**src/dip_map.svh**
```systemverilog
`ifndef DIP_MAP_SVH
`define DIP_MAP_SVH
// Operation class codes from decode
`define DIP_OP_W        5
`define DIP_OP_NOP      5'h00
`define DIP_OP_MOV      5'h01
`define DIP_OP_NOT      5'h02
`define DIP_OP_SLD      5'h03
`define DIP_OP_SST      5'h04
`define DIP_OP_SAT      5'h05
`define DIP_OP_MULH     5'h06
`define DIP_OP_LOGIC    5'h07
`define DIP_OP_TST      5'h08
`define DIP_OP_ADD      5'h09
`define DIP_OP_SUB      5'h0A
`define DIP_OP_CMP      5'h0B
`define DIP_OP_SHIFT    5'h0C
`define DIP_OP_EXT      5'h0D
`define DIP_OP_UNCONDITIONAL_BRANCH 5'h0E
`define DIP_OP_BCC      5'h0F
`define DIP_OP_JUMP_RELATIVE 5'h10
`define DIP_OP_JUMP_AND_LINK 5'h11
`define DIP_OP_LD       5'h12
`define DIP_OP_OTHER    5'h1F
// Register numbers
`define DIP_REG_W       5
`define DIP_ZERO_REG    5'h00
`define DIP_ELEMENT_POINTER_REG 5'h1E
// Address regions and alignment
`define DIP_REG_IRAM    2'h1
`define DIP_REG_IROM    2'h2
`define DIP_ALIGN_MASK  2'h3
// Number of load buffers and general timers
`define DIP_LDBUF_N     2
`define DIP_TIMER_N     3
`endif

```
**src/dip_pkg.sv**
```systemverilog
`include "dip_map.svh"
package dip_pkg;
    // One decoded instruction slot
    typedef struct packed {
        logic                     valid;
        logic [`DIP_OP_W-1:0]     op;
        logic [`DIP_REG_W-1:0]    dst;
        logic [`DIP_REG_W-1:0]    base;
        logic                     sets_flags;
        logic [1:0]               addr_lo;
        logic                     is_target;
        logic                     ram_data;
        logic [1:0]               region;
    } dip_slot_t;
    // Issue decision
    typedef struct packed {
        logic fuse;
        logic pair;
        logic stall;
    } dip_issue_t;
    // Spurious-break detector states
    typedef enum logic [3:0] {
        DIP_SB_IDLE = 4'b0001,
        DIP_SB_ONE  = 4'b0010,
        DIP_SB_TWO  = 4'b0100,
        DIP_SB_NOP  = 4'b1000
    } dip_sb_t;
endpackage : dip_pkg

```
**src/dip_break_ctl.sv**
```systemverilog
`timescale 1ns/1ps
`include "dip_map.svh"
module dip_break_ctl
    import dip_pkg::*;
(
    // Clock and reset
    input  wire logic                     ref_clk,
    input  wire logic                     rst_n,
    // Break state and settings
    input  wire logic                     halted,
    input  wire logic                     periph_break_en,
    // Peripheral events
    input  wire logic                     irq_raw,
    input  wire logic                     irq_taken,
    // Outputs
    output logic                          irq_pend_ff,
    output logic                          irq_req_ff,
    output logic                          wdt_run_ff,
    output logic [`DIP_TIMER_N-1:0]       tmr_run_ff
);
    // Latch requests; set wins over take
    always_ff @(posedge ref_clk or negedge rst_n) begin
        if (!rst_n) begin
            irq_pend_ff <= 1'b0;
        end else if (irq_raw) begin
            irq_pend_ff <= 1'b1;
        end else if (irq_taken) begin
            irq_pend_ff <= 1'b0;
        end
    end
    // Request to core only while running
    always_ff @(posedge ref_clk or negedge rst_n) begin
        if (!rst_n) begin
            irq_req_ff <= 1'b0;
        end else begin
            irq_req_ff <= (irq_pend_ff | irq_raw) & ~halted;
        end
    end
    // Watchdog enable
    always_ff @(posedge ref_clk or negedge rst_n) begin
        if (!rst_n) begin
            wdt_run_ff <= 1'b0;
        end else begin
            wdt_run_ff <= ~halted;
        end
    end
    // Per-timer freeze
    genvar gi;
    generate
        for (gi = 0; gi < `DIP_TIMER_N; gi++) begin : g_tmr
            always_ff @(posedge ref_clk or negedge rst_n) begin
                if (!rst_n) begin
                    tmr_run_ff[gi] <= 1'b0;
                end else begin
                    tmr_run_ff[gi] <= ~(halted & periph_break_en);
                end
            end
        end
    endgenerate
endmodule : dip_break_ctl

```
**src/dip_pair_ctl.sv**
```systemverilog
`timescale 1ns/1ps
`include "dip_map.svh"
// Behaviour
// - A move followed by an arithmetic-class op with the same nonzero destination is fused.
// - Fusion happens only when the move comes first.
// - An unconditional branch pairs after no-op, move, not, short load/store or ALU ops.
// - A conditional branch pairs only after a flag-preserving instruction.
// - A short load pairs after no-op, move, not or ALU ops.
// - Only a branch or short load may be the second of a pair.
// - No pairing when the first is the first after a branch to an unaligned target.
// - A short load with pending element-pointer writeback does not pair and waits.
// - A conditional branch after either of two flag writers does not pair and stalls.
// - A short load does not pair while both load buffers await writeback.
// - Hardware breakpoints on paired instructions are unreliable; an indication is given.
// - Interrupts raised during break are held pending until resume.
// - The watchdog counter stops during break.
// - The three timers freeze in break when the peripheral-break setting says so.
// - A spurious unmapped-access break is flagged for RAM-RAM data then a jump to ROM.
module dip_pair_ctl
    import dip_pkg::*;
(
    // Clock and reset
    input  wire logic                     ref_clk,
    input  wire logic                     rst_n,
    // Decoded instruction pair
    input  dip_slot_t                     slot_a,
    input  dip_slot_t                     slot_b,
    input  wire logic                     advance,
    // Writeback state and breakpoint hit
    input  wire logic                     ptr_wrback_pend,
    input  wire logic [`DIP_LDBUF_N-1:0]  ldbuf_busy,
    input  wire logic                     hw_bp_hit,
    // Break control
    input  wire logic                     halted,
    input  wire logic                     periph_break_en,
    input  wire logic                     irq_raw,
    input  wire logic                     irq_taken,
    // Issue decision and status
    output dip_issue_t                    issue_ff,
    output logic                          bp_unsafe_ff,
    output logic                          spur_break_ff,
    output logic                          irq_pend_ff,
    output logic                          irq_req_ff,
    output logic                          wdt_run_ff,
    output logic [`DIP_TIMER_N-1:0]       tmr_run_ff
);
    // Arithmetic class usable after a fused move
    function automatic logic fusable(input logic [`DIP_OP_W-1:0] op);
        case (op)
            `DIP_OP_SAT, `DIP_OP_MULH, `DIP_OP_LOGIC, `DIP_OP_ADD,
            `DIP_OP_SUB, `DIP_OP_SHIFT: fusable = 1'b1;
            default:                    fusable = 1'b0;
        endcase
    endfunction : fusable
    // Common leaders for unconditional-branch and short-load pairs
    function automatic logic alu_lead(input logic [`DIP_OP_W-1:0] op);
        case (op)
            `DIP_OP_NOP, `DIP_OP_MOV, `DIP_OP_NOT, `DIP_OP_SAT, `DIP_OP_MULH,
            `DIP_OP_LOGIC, `DIP_OP_TST, `DIP_OP_ADD, `DIP_OP_SUB,
            `DIP_OP_CMP, `DIP_OP_SHIFT: alu_lead = 1'b1;
            default:                    alu_lead = 1'b0;
        endcase
    endfunction : alu_lead
    // Flag-preserving leaders
    function automatic logic flag_safe(input logic [`DIP_OP_W-1:0] op);
        case (op)
            `DIP_OP_NOP, `DIP_OP_MOV, `DIP_OP_SLD, `DIP_OP_SST, `DIP_OP_MULH,
            `DIP_OP_EXT: flag_safe = 1'b1;
            default:     flag_safe = 1'b0;
        endcase
    endfunction : flag_safe

    logic       both_v;
    logic       nxt_fuse;
    logic       elig;
    logic       unaligned;
    logic       ptr_hz;
    logic       flag_hz;
    logic       buf_full;
    logic       nxt_pair;
    logic       nxt_stall;
    logic       prev_flags_ff;
    dip_sb_t    sb_ff;
    dip_sb_t    nxt_sb;

    // Fusion and eligibility
    always_comb begin
        both_v   = slot_a.valid & slot_b.valid;
        nxt_fuse = both_v & (slot_a.op == `DIP_OP_MOV) & fusable(slot_b.op)
                 & (slot_a.dst == slot_b.dst) & (slot_a.dst != `DIP_ZERO_REG);
        case (slot_b.op)
            `DIP_OP_UNCONDITIONAL_BRANCH: elig = alu_lead(slot_a.op)
                | (slot_a.op == `DIP_OP_SLD) | (slot_a.op == `DIP_OP_SST);
            `DIP_OP_BCC: elig = flag_safe(slot_a.op);
            `DIP_OP_SLD: elig = alu_lead(slot_a.op);
            default:     elig = 1'b0;
        endcase
    end
    // Blocking conditions, all in the same cycle
    always_comb begin
        unaligned = slot_a.is_target & ((slot_a.addr_lo & `DIP_ALIGN_MASK) != 2'h0);
        ptr_hz    = (slot_b.op == `DIP_OP_SLD)
                  & (slot_b.base == `DIP_ELEMENT_POINTER_REG)
                  & (ptr_wrback_pend | (slot_a.dst == `DIP_ELEMENT_POINTER_REG));
        flag_hz   = (slot_b.op == `DIP_OP_BCC)
                  & (slot_a.sets_flags | prev_flags_ff);
        buf_full  = (slot_b.op == `DIP_OP_SLD) & (&ldbuf_busy);
        nxt_pair  = both_v & ~nxt_fuse & elig
                  & ~(unaligned | ptr_hz | flag_hz | buf_full);
        nxt_stall = both_v & (ptr_hz | flag_hz);
    end
    // Flag writer history, one instruction back
    always_ff @(posedge ref_clk or negedge rst_n) begin
        if (!rst_n) begin
            prev_flags_ff <= 1'b0;
        end else if (advance) begin
            prev_flags_ff <= slot_a.valid & slot_a.sets_flags;
        end
    end
    // Registered issue decision
    always_ff @(posedge ref_clk or negedge rst_n) begin
        if (!rst_n) begin
            issue_ff <= '0;
        end else begin
            issue_ff <= '{fuse: nxt_fuse, pair: nxt_pair, stall: nxt_stall};
        end
    end
    // Hardware breakpoint on a paired or fused slot is unreliable
    always_ff @(posedge ref_clk or negedge rst_n) begin
        if (!rst_n) begin
            bp_unsafe_ff <= 1'b0;
        end else begin
            bp_unsafe_ff <= hw_bp_hit & (nxt_pair | nxt_fuse);
        end
    end
    // Spurious break detector over the retiring stream
    always_comb begin
        nxt_sb = sb_ff;
        case (sb_ff)
            DIP_SB_IDLE: if (slot_a.valid & slot_a.ram_data) nxt_sb = DIP_SB_ONE;
            DIP_SB_ONE:  nxt_sb = (slot_a.valid & slot_a.ram_data) ? DIP_SB_TWO : DIP_SB_IDLE;
            DIP_SB_TWO: begin
                if (slot_a.valid & slot_a.ram_data) begin
                    nxt_sb = DIP_SB_TWO; // A third access keeps the last two back to back
                end else if (slot_a.op == `DIP_OP_NOP) begin
                    nxt_sb = DIP_SB_NOP;
                end else begin
                    nxt_sb = DIP_SB_IDLE;
                end
            end
            DIP_SB_NOP:  nxt_sb = (slot_a.valid & slot_a.ram_data) ? DIP_SB_ONE : DIP_SB_IDLE;
            default:     nxt_sb = DIP_SB_IDLE;
        endcase
        if (slot_a.region != `DIP_REG_IRAM) begin
            nxt_sb = DIP_SB_IDLE; // Only code running from internal RAM
        end
    end
    always_ff @(posedge ref_clk or negedge rst_n) begin
        if (!rst_n) begin
            sb_ff <= DIP_SB_IDLE;
        end else if (advance) begin
            sb_ff <= nxt_sb;
        end
    end
    // Flag the jump to ROM directly or after one no-op
    always_ff @(posedge ref_clk or negedge rst_n) begin
        if (!rst_n) begin
            spur_break_ff <= 1'b0;
        end else begin
            spur_break_ff <= advance & ((sb_ff == DIP_SB_TWO) | (sb_ff == DIP_SB_NOP))
                & ((slot_a.op == `DIP_OP_JUMP_RELATIVE) | (slot_a.op == `DIP_OP_JUMP_AND_LINK))
                & slot_b.valid & (slot_b.region == `DIP_REG_IROM);
        end
    end
    // Break-time peripheral control
    dip_break_ctl u_brk (
        .ref_clk         (ref_clk),
        .rst_n           (rst_n),
        .halted          (halted),
        .periph_break_en (periph_break_en),
        .irq_raw         (irq_raw),
        .irq_taken       (irq_taken),
        .irq_pend_ff     (irq_pend_ff),
        .irq_req_ff      (irq_req_ff),
        .wdt_run_ff      (wdt_run_ff),
        .tmr_run_ff      (tmr_run_ff)
    );
endmodule : dip_pair_ctl

```
**config.mk**
```make
export PLATFORM = sky130hd
export DESIGN_NAME = dip_pair_ctl
export DESIGN_NICKNAME = d
export VERILOG_FILES = /design/src/dip_pkg.sv /design/src/dip_break_ctl.sv /design/src/dip_pair_ctl.sv
export VERILOG_INCLUDE_DIRS = /design/src /design/src/src
export SDC_FILE = /design/constraint.sdc
export NUM_CORES = 1
export LEC_CHECK = 0
export ABC_AREA = 1
export BUFFER_PORTS_ARGS = -buffer_cell sky130_fd_sc_hd__buf_2
export CAP_MARGIN = 10
export CORE_MARGIN = 8
export CORE_UTILIZATION = 41
export DETAILED_ROUTE_END_ITERATION = 8
export GPL_TIMING_DRIVEN = 1
export PLACE_DENSITY = 0.9
export SYNTH_ARGS = -nofsm -noshare
export SYNTH_HDL_FRONTEND = slang
export SYNTH_SLANG_ARGS = --single-unit
```
**constraint.sdc**
```tcl
create_clock -name ref_clk -period 1.6 [get_ports ref_clk]
set_input_delay 0.16 -clock ref_clk [delete_from_list [all_inputs] [get_ports ref_clk]]
set_output_delay 0.16 -clock ref_clk [all_outputs]
set_load 0.02 [all_outputs]
```
==> flow_metrics.tcl, run 1 <==
set metrics [dict create \
    sw_frac_of_total_pct 28.57 \
    vdd_drop_max_mv 0.4755 \
    worst-slew-pin-transition_ns 0.2918 \
    clock_latency_ns 0.27 \
    gp_congestion 0.8765 \
    r2r_cells 7 \
    syn_nets 223 \
    power_switching_w 0.0002399 \
    cts_setup_buffers 0 \
    grt.busiest_layer "met2" \
    rsz0062_at_grt "no" \
    wirelength_mm 2.613 \
    synth_top_area_cell "dfrtp_1" \
    final_hold_viol_count 0 \
    final_core_util_pct 56.94 \
    worstSetupEndpointType "flip-flop" \
    cp_num_buf_inv 0 \
    drive_gt1_share_pct 30.97 \
    critical_path_peak_fanout 4 \
    period_needed_ns 1.272 \
    first_pass_iters 4 \
    dr_total_vias 1169 \
    cts_max_level 1 \
    relSlewSlack_pct 80.55 \
    slew_viol_final 0 \
    power_density_mw_per_mm2 606.2 \
    fp.dieH_um 66.15 \
    grt_pass1_vias 1095 \
    overflow 0 \
    drtAntennaViolNets 0 \
    leakage_nw 0.8064 \
    cts_hold_buf 1 \
    io_pins 68 \
    post-route-period-util_pct 79.47 \
    hold_class "in -> reg" \
    met3_usage_pct 2.712 \
    hold_depth 2 \
    synth_area_leaders "dfrtp_1 32%, nand2_1 17%, inv_1 11%, nor2_1 9.1%, nand3_1 7.8%" \
    cts_resized 0 \
    dp_hpwl_mm 2.336 \
    critical_path_class "reg -> reg" \
    cts_made_buffers 3 \
    die_w_um 66.15 \
    crit_chain "nor2_1 > nand3_1 > nand2_1 > nor2_1 > nor2_1 > nand3_1 > o21ai_0" \
    row_count 18 \
    clkPwrFrac_pct 29.5 \
    port_buffers 57 \
    finalSetupTns_ns 0 \
    status "complete, no violations" \
    antenna_found_initial 0 \
    grt_max_degree 15 \
    setup_viol 0 \
    drc 0 \
    clockBufferDepth 2 \
    synth_seq_cells 14 \
    crit_slowest_cell "dfstp_2" \
    path_clk_slew_ns 0.08 \
    layout_commonest_cell "buf_2" \
    finalWorstSetupSlack_ns 0.3285 \
    avgSynthCellArea_sq_um 6.211 \
    cts_sinks 14 \
    grtUsageMet2_pct 20.63 \
    yosysTopAreaCellShare_pct 31.55 \
    viasPerCell 4.566 \
    yosys_warnings 0 \
    cap_violations 0 \
    cts-root-buf "clkbuf_4" \
    cp.depth 7 \
    synthToLayoutAreaGrowth_pct 34.34 \
    diodes 0 \
    cts_tree "built" \
    ys_types 22 \
    required_ns 1.76 \
    skew_ns 0.002485 \
    fmax_mhz 786.5 \
    grt_use_met1_pct 14.75 \
    dr.first_iter.drc_count 39 \
    path_common_cell "nor2_1" \
    seqPwrFrac_pct 45.1 \
    place_ws_ns 0.3346 \
    core_sq_mm 0.002432 \
    wl_per_cell_um 10.21 \
    internal-power_w 0.0005998 \
    crit_family "flip-flops" \
    synth_cells 166 \
    synth-seq-area-share_pct 34.10 \
    nFillCells 251 \
    layout_common_cells "57 x buf_2, 46 x nand2_1, 29 x inv_1" \
    grt_use_total_pct 12.27 \
    arrival_ns 1.43 \
    combPwrFrac_pct 25.4 \
    grt_pass1_wl_mm 4.333 \
    nets 284 \
    netlist_area_sq_mm 0.001031 \
    start_kind "flip-flop" \
    initial_core_util_pct 42.39 \
    max_stage_delay_ns 0.56 \
    die-area_sq_mm 0.004375 \
]
[cells by family after synthesis]
family                 Yosys count  share of synthesized area, %
AND/OR/NAND/NOR                 98                         41.14
AO/OA/AOI/OAI                   21                         11.53
flip-flops                      14                         34.10
buffers and inverters           32                         12.38
XOR/XNOR                         1                        0.8497
[synth_stat cells]
cell type	number
o211ai_1	1
o21ai_0	11
dfrtp_1	13
nand2_1	46
nor2_1	25
a21oi_1	3
nor3b_2	1
dfstp_2	1
o21a_1	1
nand2_4	1
inv_1	29
nor2_2	4
inv_2	1
xnor2_1	1
nand3_1	16
o21bai_1	1
o21ai_1	2
a211oi_1	1
a21oi_2	1
buf_4	2
nand4_1	3
nor3_1	2
[cell type report]
class,count,area (sq um),share of cell area (%)
clock buffers,4,36.28,2.620
inverters,30,112.6,8.130
multi-input cells,120,551.8,39.84
flip-flops and latches,14,351.6,25.38
well taps,30,37.54,2.710
repair buffers,58,295.3,21.32
[flip-flops by register name (all words and copies together) (netlist names)]
signal,count
u_brk.irq_req_ff,1
sb_ff,4
u_brk.tmr_run_ff,1
issue_ff,3
u_brk.wdt_run_ff,1
bp_unsafe_ff,1
spur_break_ff,1
prev_flags_ff,1
u_brk.irq_pend_ff,1
[per-stage QoR]
| stage | instance area [sq um] | std cells | hold WS, ns | power [W] |
|---|---|---|---|---|
| after floorplan | 1031 | 166 | -0.1356 | 0.0004991 |
| final | 1385 | 256 | 0.03628 | 0.0008397 |
| after CTS | 1385 | 256 | 0.02790 | 0.0008498 |
| after detailed placement | 1339 | 251 | 0.06527 | 0.0005985 |
| after global routing | 1385 | 256 | 0.03275 | 0.0009005 |
| after global placement | 1339 | 251 | 0.05520 | 0.0005942 |
[path summary, 6_finish.rpt]
check | from | to | slack, ns
worst max-delay path | sb_ff[0] | sb_ff[1] | 0.33
worst min-delay path | periph_break_en | u_brk.tmr_run_ff[1] | 0.04
worst max register to register | sb_ff[0] | sb_ff[1] | 0.33
worst min register to register | sb_ff[0] | sb_ff[0] | 0.49
max in group asynchronous | rst_n | sb_ff[0] | 1.03
min in group asynchronous | rst_n | sb_ff[1] | 0.29
[metal layers]
| layer | vias up | share of wire (%) |
|---|---|---|
| met5 | - | 0 |
| met4 | 0 | 1.5 |
| met3 | 4 | 7.2 |
| met2 | 38 | 48 |
| met1 | 490 | 43 |
| li1 | 637 | - |
[power groups by stage]
stage	combinational (W)	clock [W]	sequential, W
final	0.000213	0.000248	0.000379
after global routing	0.000245	0.000273	0.000382
after CTS	0.000215	0.000255	0.000379
after detailed placement	0.000213	0	0.000385
after global placement	0.000209	0	0.000386
after floorplan	0.000106	0	0.000393
(Power assumes the default switching activity.)
==> inputs of run 2 (changes only) <==
clock period = 1.3 ns   (was 1.6 ns; I/O delays follow)
==> run 2 against run 1 <==
Sequential share of layout area fell by 0.49 points. Register-to-register slack got worse by 0.28 ns. Power up 27%. Setup slack lost 0.28 ns. Critical endpoint is now sb_ff[0]. Largest cell class unchanged.
==> flow_metrics.tcl, run 2 (synthesis gave the netlist of run 1 again) <==
set metrics [dict create \
    multiInputGateArea_sq_um 569.3 \
    grt_pass1_wl_mm 4.609 \
    first_pass_iters 4 \
    worstSetupEndpointType "flip-flop" \
    seq_area_sq_um 351.6 \
    initial_core_util_pct 42.39 \
    relSlewSlack_pct 79.48 \
    cts_setup_buffers 0 \
    dpl_cell_area_sq_mm 0.001339 \
    layout_commonest_cell "buf_2" \
    vdd_drop_max_mv 0.4904 \
    drtAntennaViolNets 0 \
    cts_max_level 1 \
    drive_gt1_share_pct 33.48 \
    required_ns 1.53 \
    dr.first_iter.drc_count 38 \
    cts-root-buf "clkbuf_4" \
    fmax_mhz 800.3 \
    dr_total_vias 1233 \
    viasPerCell 4.798 \
    final_cell_area_sq_mm 0.001413 \
    finalWorstSetupSlack_ns 0.05041 \
    clockBufferDepth 2 \
    worst-slew-pin-transition_ns 0.3078 \
    leakage_nw 0.8098 \
    slew_viol_final 0 \
    finalSetupTns_ns 0 \
    start_kind "flip-flop" \
    status "complete, no violations" \
    largest_reg_flops 4 \
    layout_common_cells "57 x buf_2, 45 x nand2_1, 28 x inv_1" \
    die-area_sq_mm 0.004375 \
    wirelength_mm 2.907 \
    final_hold_viol_count 0 \
    grt_pass1_vias 1160 \
    clock_latency_ns 0.28 \
    critical_path_peak_fanout 4 \
    setup_viol 0 \
    hold_class "in -> reg" \
    nFillCells 246 \
    port_buffers 57 \
    grt_max_degree 15 \
    cap_violations 0 \
    diodes 0 \
    io_pins 68 \
    period_needed_ns 1.250 \
    overflow 0 \
    path_clk_slew_ns 0.09 \
    wl_per_cell_um 11.31 \
    place_ws_ns 0.02376 \
    power_density_mw_per_mm2 752.0 \
    post-route-period-util_pct 96.12 \
    fp.dieH_um 66.15 \
    core_sq_mm 0.002432 \
    drc 0 \
    power.total_w 0.001062 \
    nets 285 \
    grt_use_total_pct 12.89 \
    gp_congestion 0.8225 \
    die_w_um 66.15 \
    dp_hpwl_mm 2.462 \
    synthToLayoutAreaGrowth_pct 37.01 \
    hold-worst-slack_ns 0.01472 \
    cts_tree "built" \
    row_count 18 \
    cts_made_buffers 3 \
    cts_sinks 14 \
    skew_ns 0.002909 \
    largest-register "sb_ff" \
    arrival_ns 1.48 \
    reg_top3 "sb_ff (4), issue_ff (3)" \
    antenna_found_initial 0 \
    critical_path_class "reg -> reg" \
]
-- run 2: cell type report --
cell class                      count  area share [%]
Multi-Input combinational cell    120           40.30
Timing Repair Buffer               59           21.61
Inverter                           30           7.972
Tap cell                           30           2.657
Clock buffer                        4           2.569
Sequential cell                    14           24.89
-- run 2: routing by layer --
| metal | up-vias | part of all wire (%) | global-route usage, % |
|---|---|---|---|
| li1 | 640 | - | - |
| met2 | 43 | 51 | 22.56 |
| met4 | 0 | 1.1 | 4.000 |
| met1 | 546 | 39 | 14.24 |
| met3 | 4 | 8.8 | 4.407 |
| met5 | - | 0 | 0 |
-- run 2: power by group --
part / leakage (nW) / switching [W] / internal, W
Sequential: 0.180 / 0.0000130 / 0.000456
Combinational: 0.609 / 0.000158 / 0.000116
Clock: 0.0210 / 0.000148 / 0.000171
Total: 0.810 / 0.000319 / 0.000743
-- run 2: critical path: stages, from the launching register on --
cell and delay [ns]:
dfstp_2 0.40, nor2_2 0.18, nand3_2 0.14, nand2_2 0.09
nor2_1 0.04, nor2_1 0.14, nand2_1 0.08, nand2_1 0.06
nand2_1 0.05
-- run 2: through the flow --
stage                     cells  utilization, %
after floorplan             166               -
after global placement      251           55.04
after detailed placement    251           55.04
after CTS                   257           57.36
after global routing        257           58.08
final                       257           58.08
-- run 2: repair_timing --
action | CTS | global route
hold buffers | 2 | 0
gates resized for setup | 0 | 7
setup endpoints to repair | 0 | 4
hold endpoints to repair | 15 | 0
-- run 2: final timing paths --
path | start | end | slack [ns] | depth (start not counted)
worst max-delay path | sb_ff[0] | sb_ff[0] | 0.05 | 8
worst min-delay path | halted | u_brk.wdt_run_ff | 0.01 | 2
worst max register to register | sb_ff[0] | sb_ff[0] | 0.05 | 8
worst min register to register | sb_ff[0] | sb_ff[0] | 0.51 | 2
max in group asynchronous | rst_n | sb_ff[0] | 0.76 | 2
min in group asynchronous | rst_n | spur_break_ff | 0.26 | 2
==> inputs of run 3 (changes only) <==
CAP_MARGIN = 20   (was 10)
CORE_ASPECT_RATIO = 1.5   (was not set)
==> run 3 against run 2 <==
Count of clock-buffer cells in the layout stayed put. Critical path depth down 1. Register-to-register slack better by 0.04 ns. Routed wire length fell by 7.8%. Clock power decreased by 4%. Combinational power about the same. First-iteration DRC count fell by 42%.
==> flow_metrics.tcl, run 3 (synthesis gave the netlist of run 1 again) <==
set metrics [dict create \
    slew_viol_final 0 \
    dpl_cell_area_sq_mm 0.001331 \
    cp.depth 7 \
    overflow 0 \
    cts_sinks 14 \
    largest_reg_flops 4 \
    port_buffers 57 \
    gp_congestion 0.8167 \
    required_ns 1.46 \
    critical_path_peak_fanout 4 \
    path_common_cell "nor2_1" \
    path_clk_slew_ns 0.08 \
    post-route-period-util_pct 92.78 \
    largest-register "sb_ff" \
    worst-slew-pin-transition_ns 0.2910 \
    nets 284 \
    viasPerCell 4.740 \
    worstSetupEndpointType "flip-flop" \
    vdd_drop_max_mv 0.3347 \
    synthToLayoutAreaGrowth_pct 35.80 \
    crit_family "flip-flops" \
    crit_slowest_cell "dfstp_2" \
    die-area_sq_mm 0.004408 \
    drc 0 \
    dr.first_iter.drc_count 22 \
    period_needed_ns 1.206 \
    initial_core_util_pct 42.56 \
    fmax_mhz 829.1 \
    row_count 22 \
    multiInputGateArea_sq_um 574.3 \
    cap_violations 0 \
    dr_total_vias 1185 \
    r2r_cells 7 \
    nFillCells 248 \
    start_kind "flip-flop" \
    fp.dieH_um 77.42 \
    cts-root-buf "clkbuf_4" \
    layout_commonest_cell "buf_2" \
    max_stage_delay_ns 0.58 \
    cts_setup_buffers 0 \
    cts_tree "built" \
    grt_use_total_pct 11.89 \
    critical_path_class "reg -> reg" \
    io_pins 68 \
    grt_pass1_vias 1137 \
    reg_top3 "sb_ff (4), issue_ff (3)" \
    r2r_setup_slack_ns 0.09 \
    die_w_um 56.95 \
    power_density_mw_per_mm2 747.5 \
    first_pass_iters 4 \
    layout_common_cells "57 x buf_2, 45 x nand2_1, 28 x inv_1" \
    place_ws_ns 0.04798 \
    relSlewSlack_pct 80.60 \
    core_sq_mm 0.002422 \
    final_cell_area_sq_mm 0.001400 \
    hold-worst-slack_ns 0.01283 \
    status "complete, no violations" \
    diodes 0 \
    cp_num_buf_inv 0 \
    reg2reg_to "sb_ff[1]" \
    leakage_nw 0.8105 \
    cts_max_level 1 \
    grt_pass1_wl_mm 4.512 \
    rsz0062_at_grt "yes" \
    drive_gt1_share_pct 34.07 \
    drtAntennaViolNets 0 \
    arrival_ns 1.37 \
    cts_made_buffers 3 \
    clockBufferDepth 2 \
    antenna_found_initial 0 \
    dp_hpwl_mm 2.311 \
    endpoint "sb_ff[1]" \
    r2r-start "sb_ff[0]" \
    wirelength_mm 2.679 \
    final_hold_viol_count 0 \
    crit_chain "nor2_2 > nand3_2 > nand2_1 > nor2_1 > nor2_1 > nand3_1 > o21ai_0" \
    wl_per_cell_um 10.72 \
    seq_area_sq_um 351.6 \
    finalWorstSetupSlack_ns 0.09386 \
    hold_class "in -> reg" \
    setup_viol 0 \
    clock_latency_ns 0.28 \
    startpoint "sb_ff[0]" \
    skew_ns 0.0009347 \
    grt_max_degree 15 \
]
[run 3: timing repair]
action,4_1_cts,5_1_grt
hold endpoints to repair,14,0
setup endpoints to repair,0,4
hold buffers,1,0
gates resized for setup,0,7
[run 3: final cells by class]
type	count	area share [%]
Multi-Input combinational cell	120	41.02
Tap cell	24	2.145
Sequential cell	14	25.11
Clock buffer	4	2.592
Inverter	30	8.043
Timing Repair Buffer	58	21.09
[run 3: routing by layer]
layer  vias up  GRT usage (%)  wire length (um)
met5         -              0                 0
li1        636              -                 -
met2        41          20.59              1341
met1       503          13.29              1141
met4         0          4.245                34
met3         5          3.420               162
[run 3: power breakdown]
group / internal [W] / switching (W)
logic: 0.000115 / 0.000155
registers: 0.000456 / 0.0000125
clock network: 0.000170 / 0.000137
total: 0.000742 / 0.000305
[run 3: stage by stage]
stage	total power (W)	utilization, %	instances	TNS, ns
finish	0.001047	57.80	250	0
floorplan	0.0006142	-	166	0
global route	0.001112	57.80	250	-0.01413
detailed placement	0.0007368	54.96	245	0
CTS	0.001042	56.87	250	0
global placement	0.0007321	54.96	245	0
[run 3: worst min path at each step]
stage | start | cells past startpoint | endpoint | slack, ns
CTS | periph_break_en | 2 | u_brk.tmr_run_ff[1] | 0.01
global route | periph_break_en | 2 | u_brk.tmr_run_ff[1] | 0.02
detailed placement | rst_n | 1 | sb_ff[1] | 0.03
finish | periph_break_en | 2 | u_brk.tmr_run_ff[1] | 0.01
floorplan | rst_n | 0 | bp_unsafe_ff | -0.17
global placement | rst_n | 1 | sb_ff[1] | 0.03
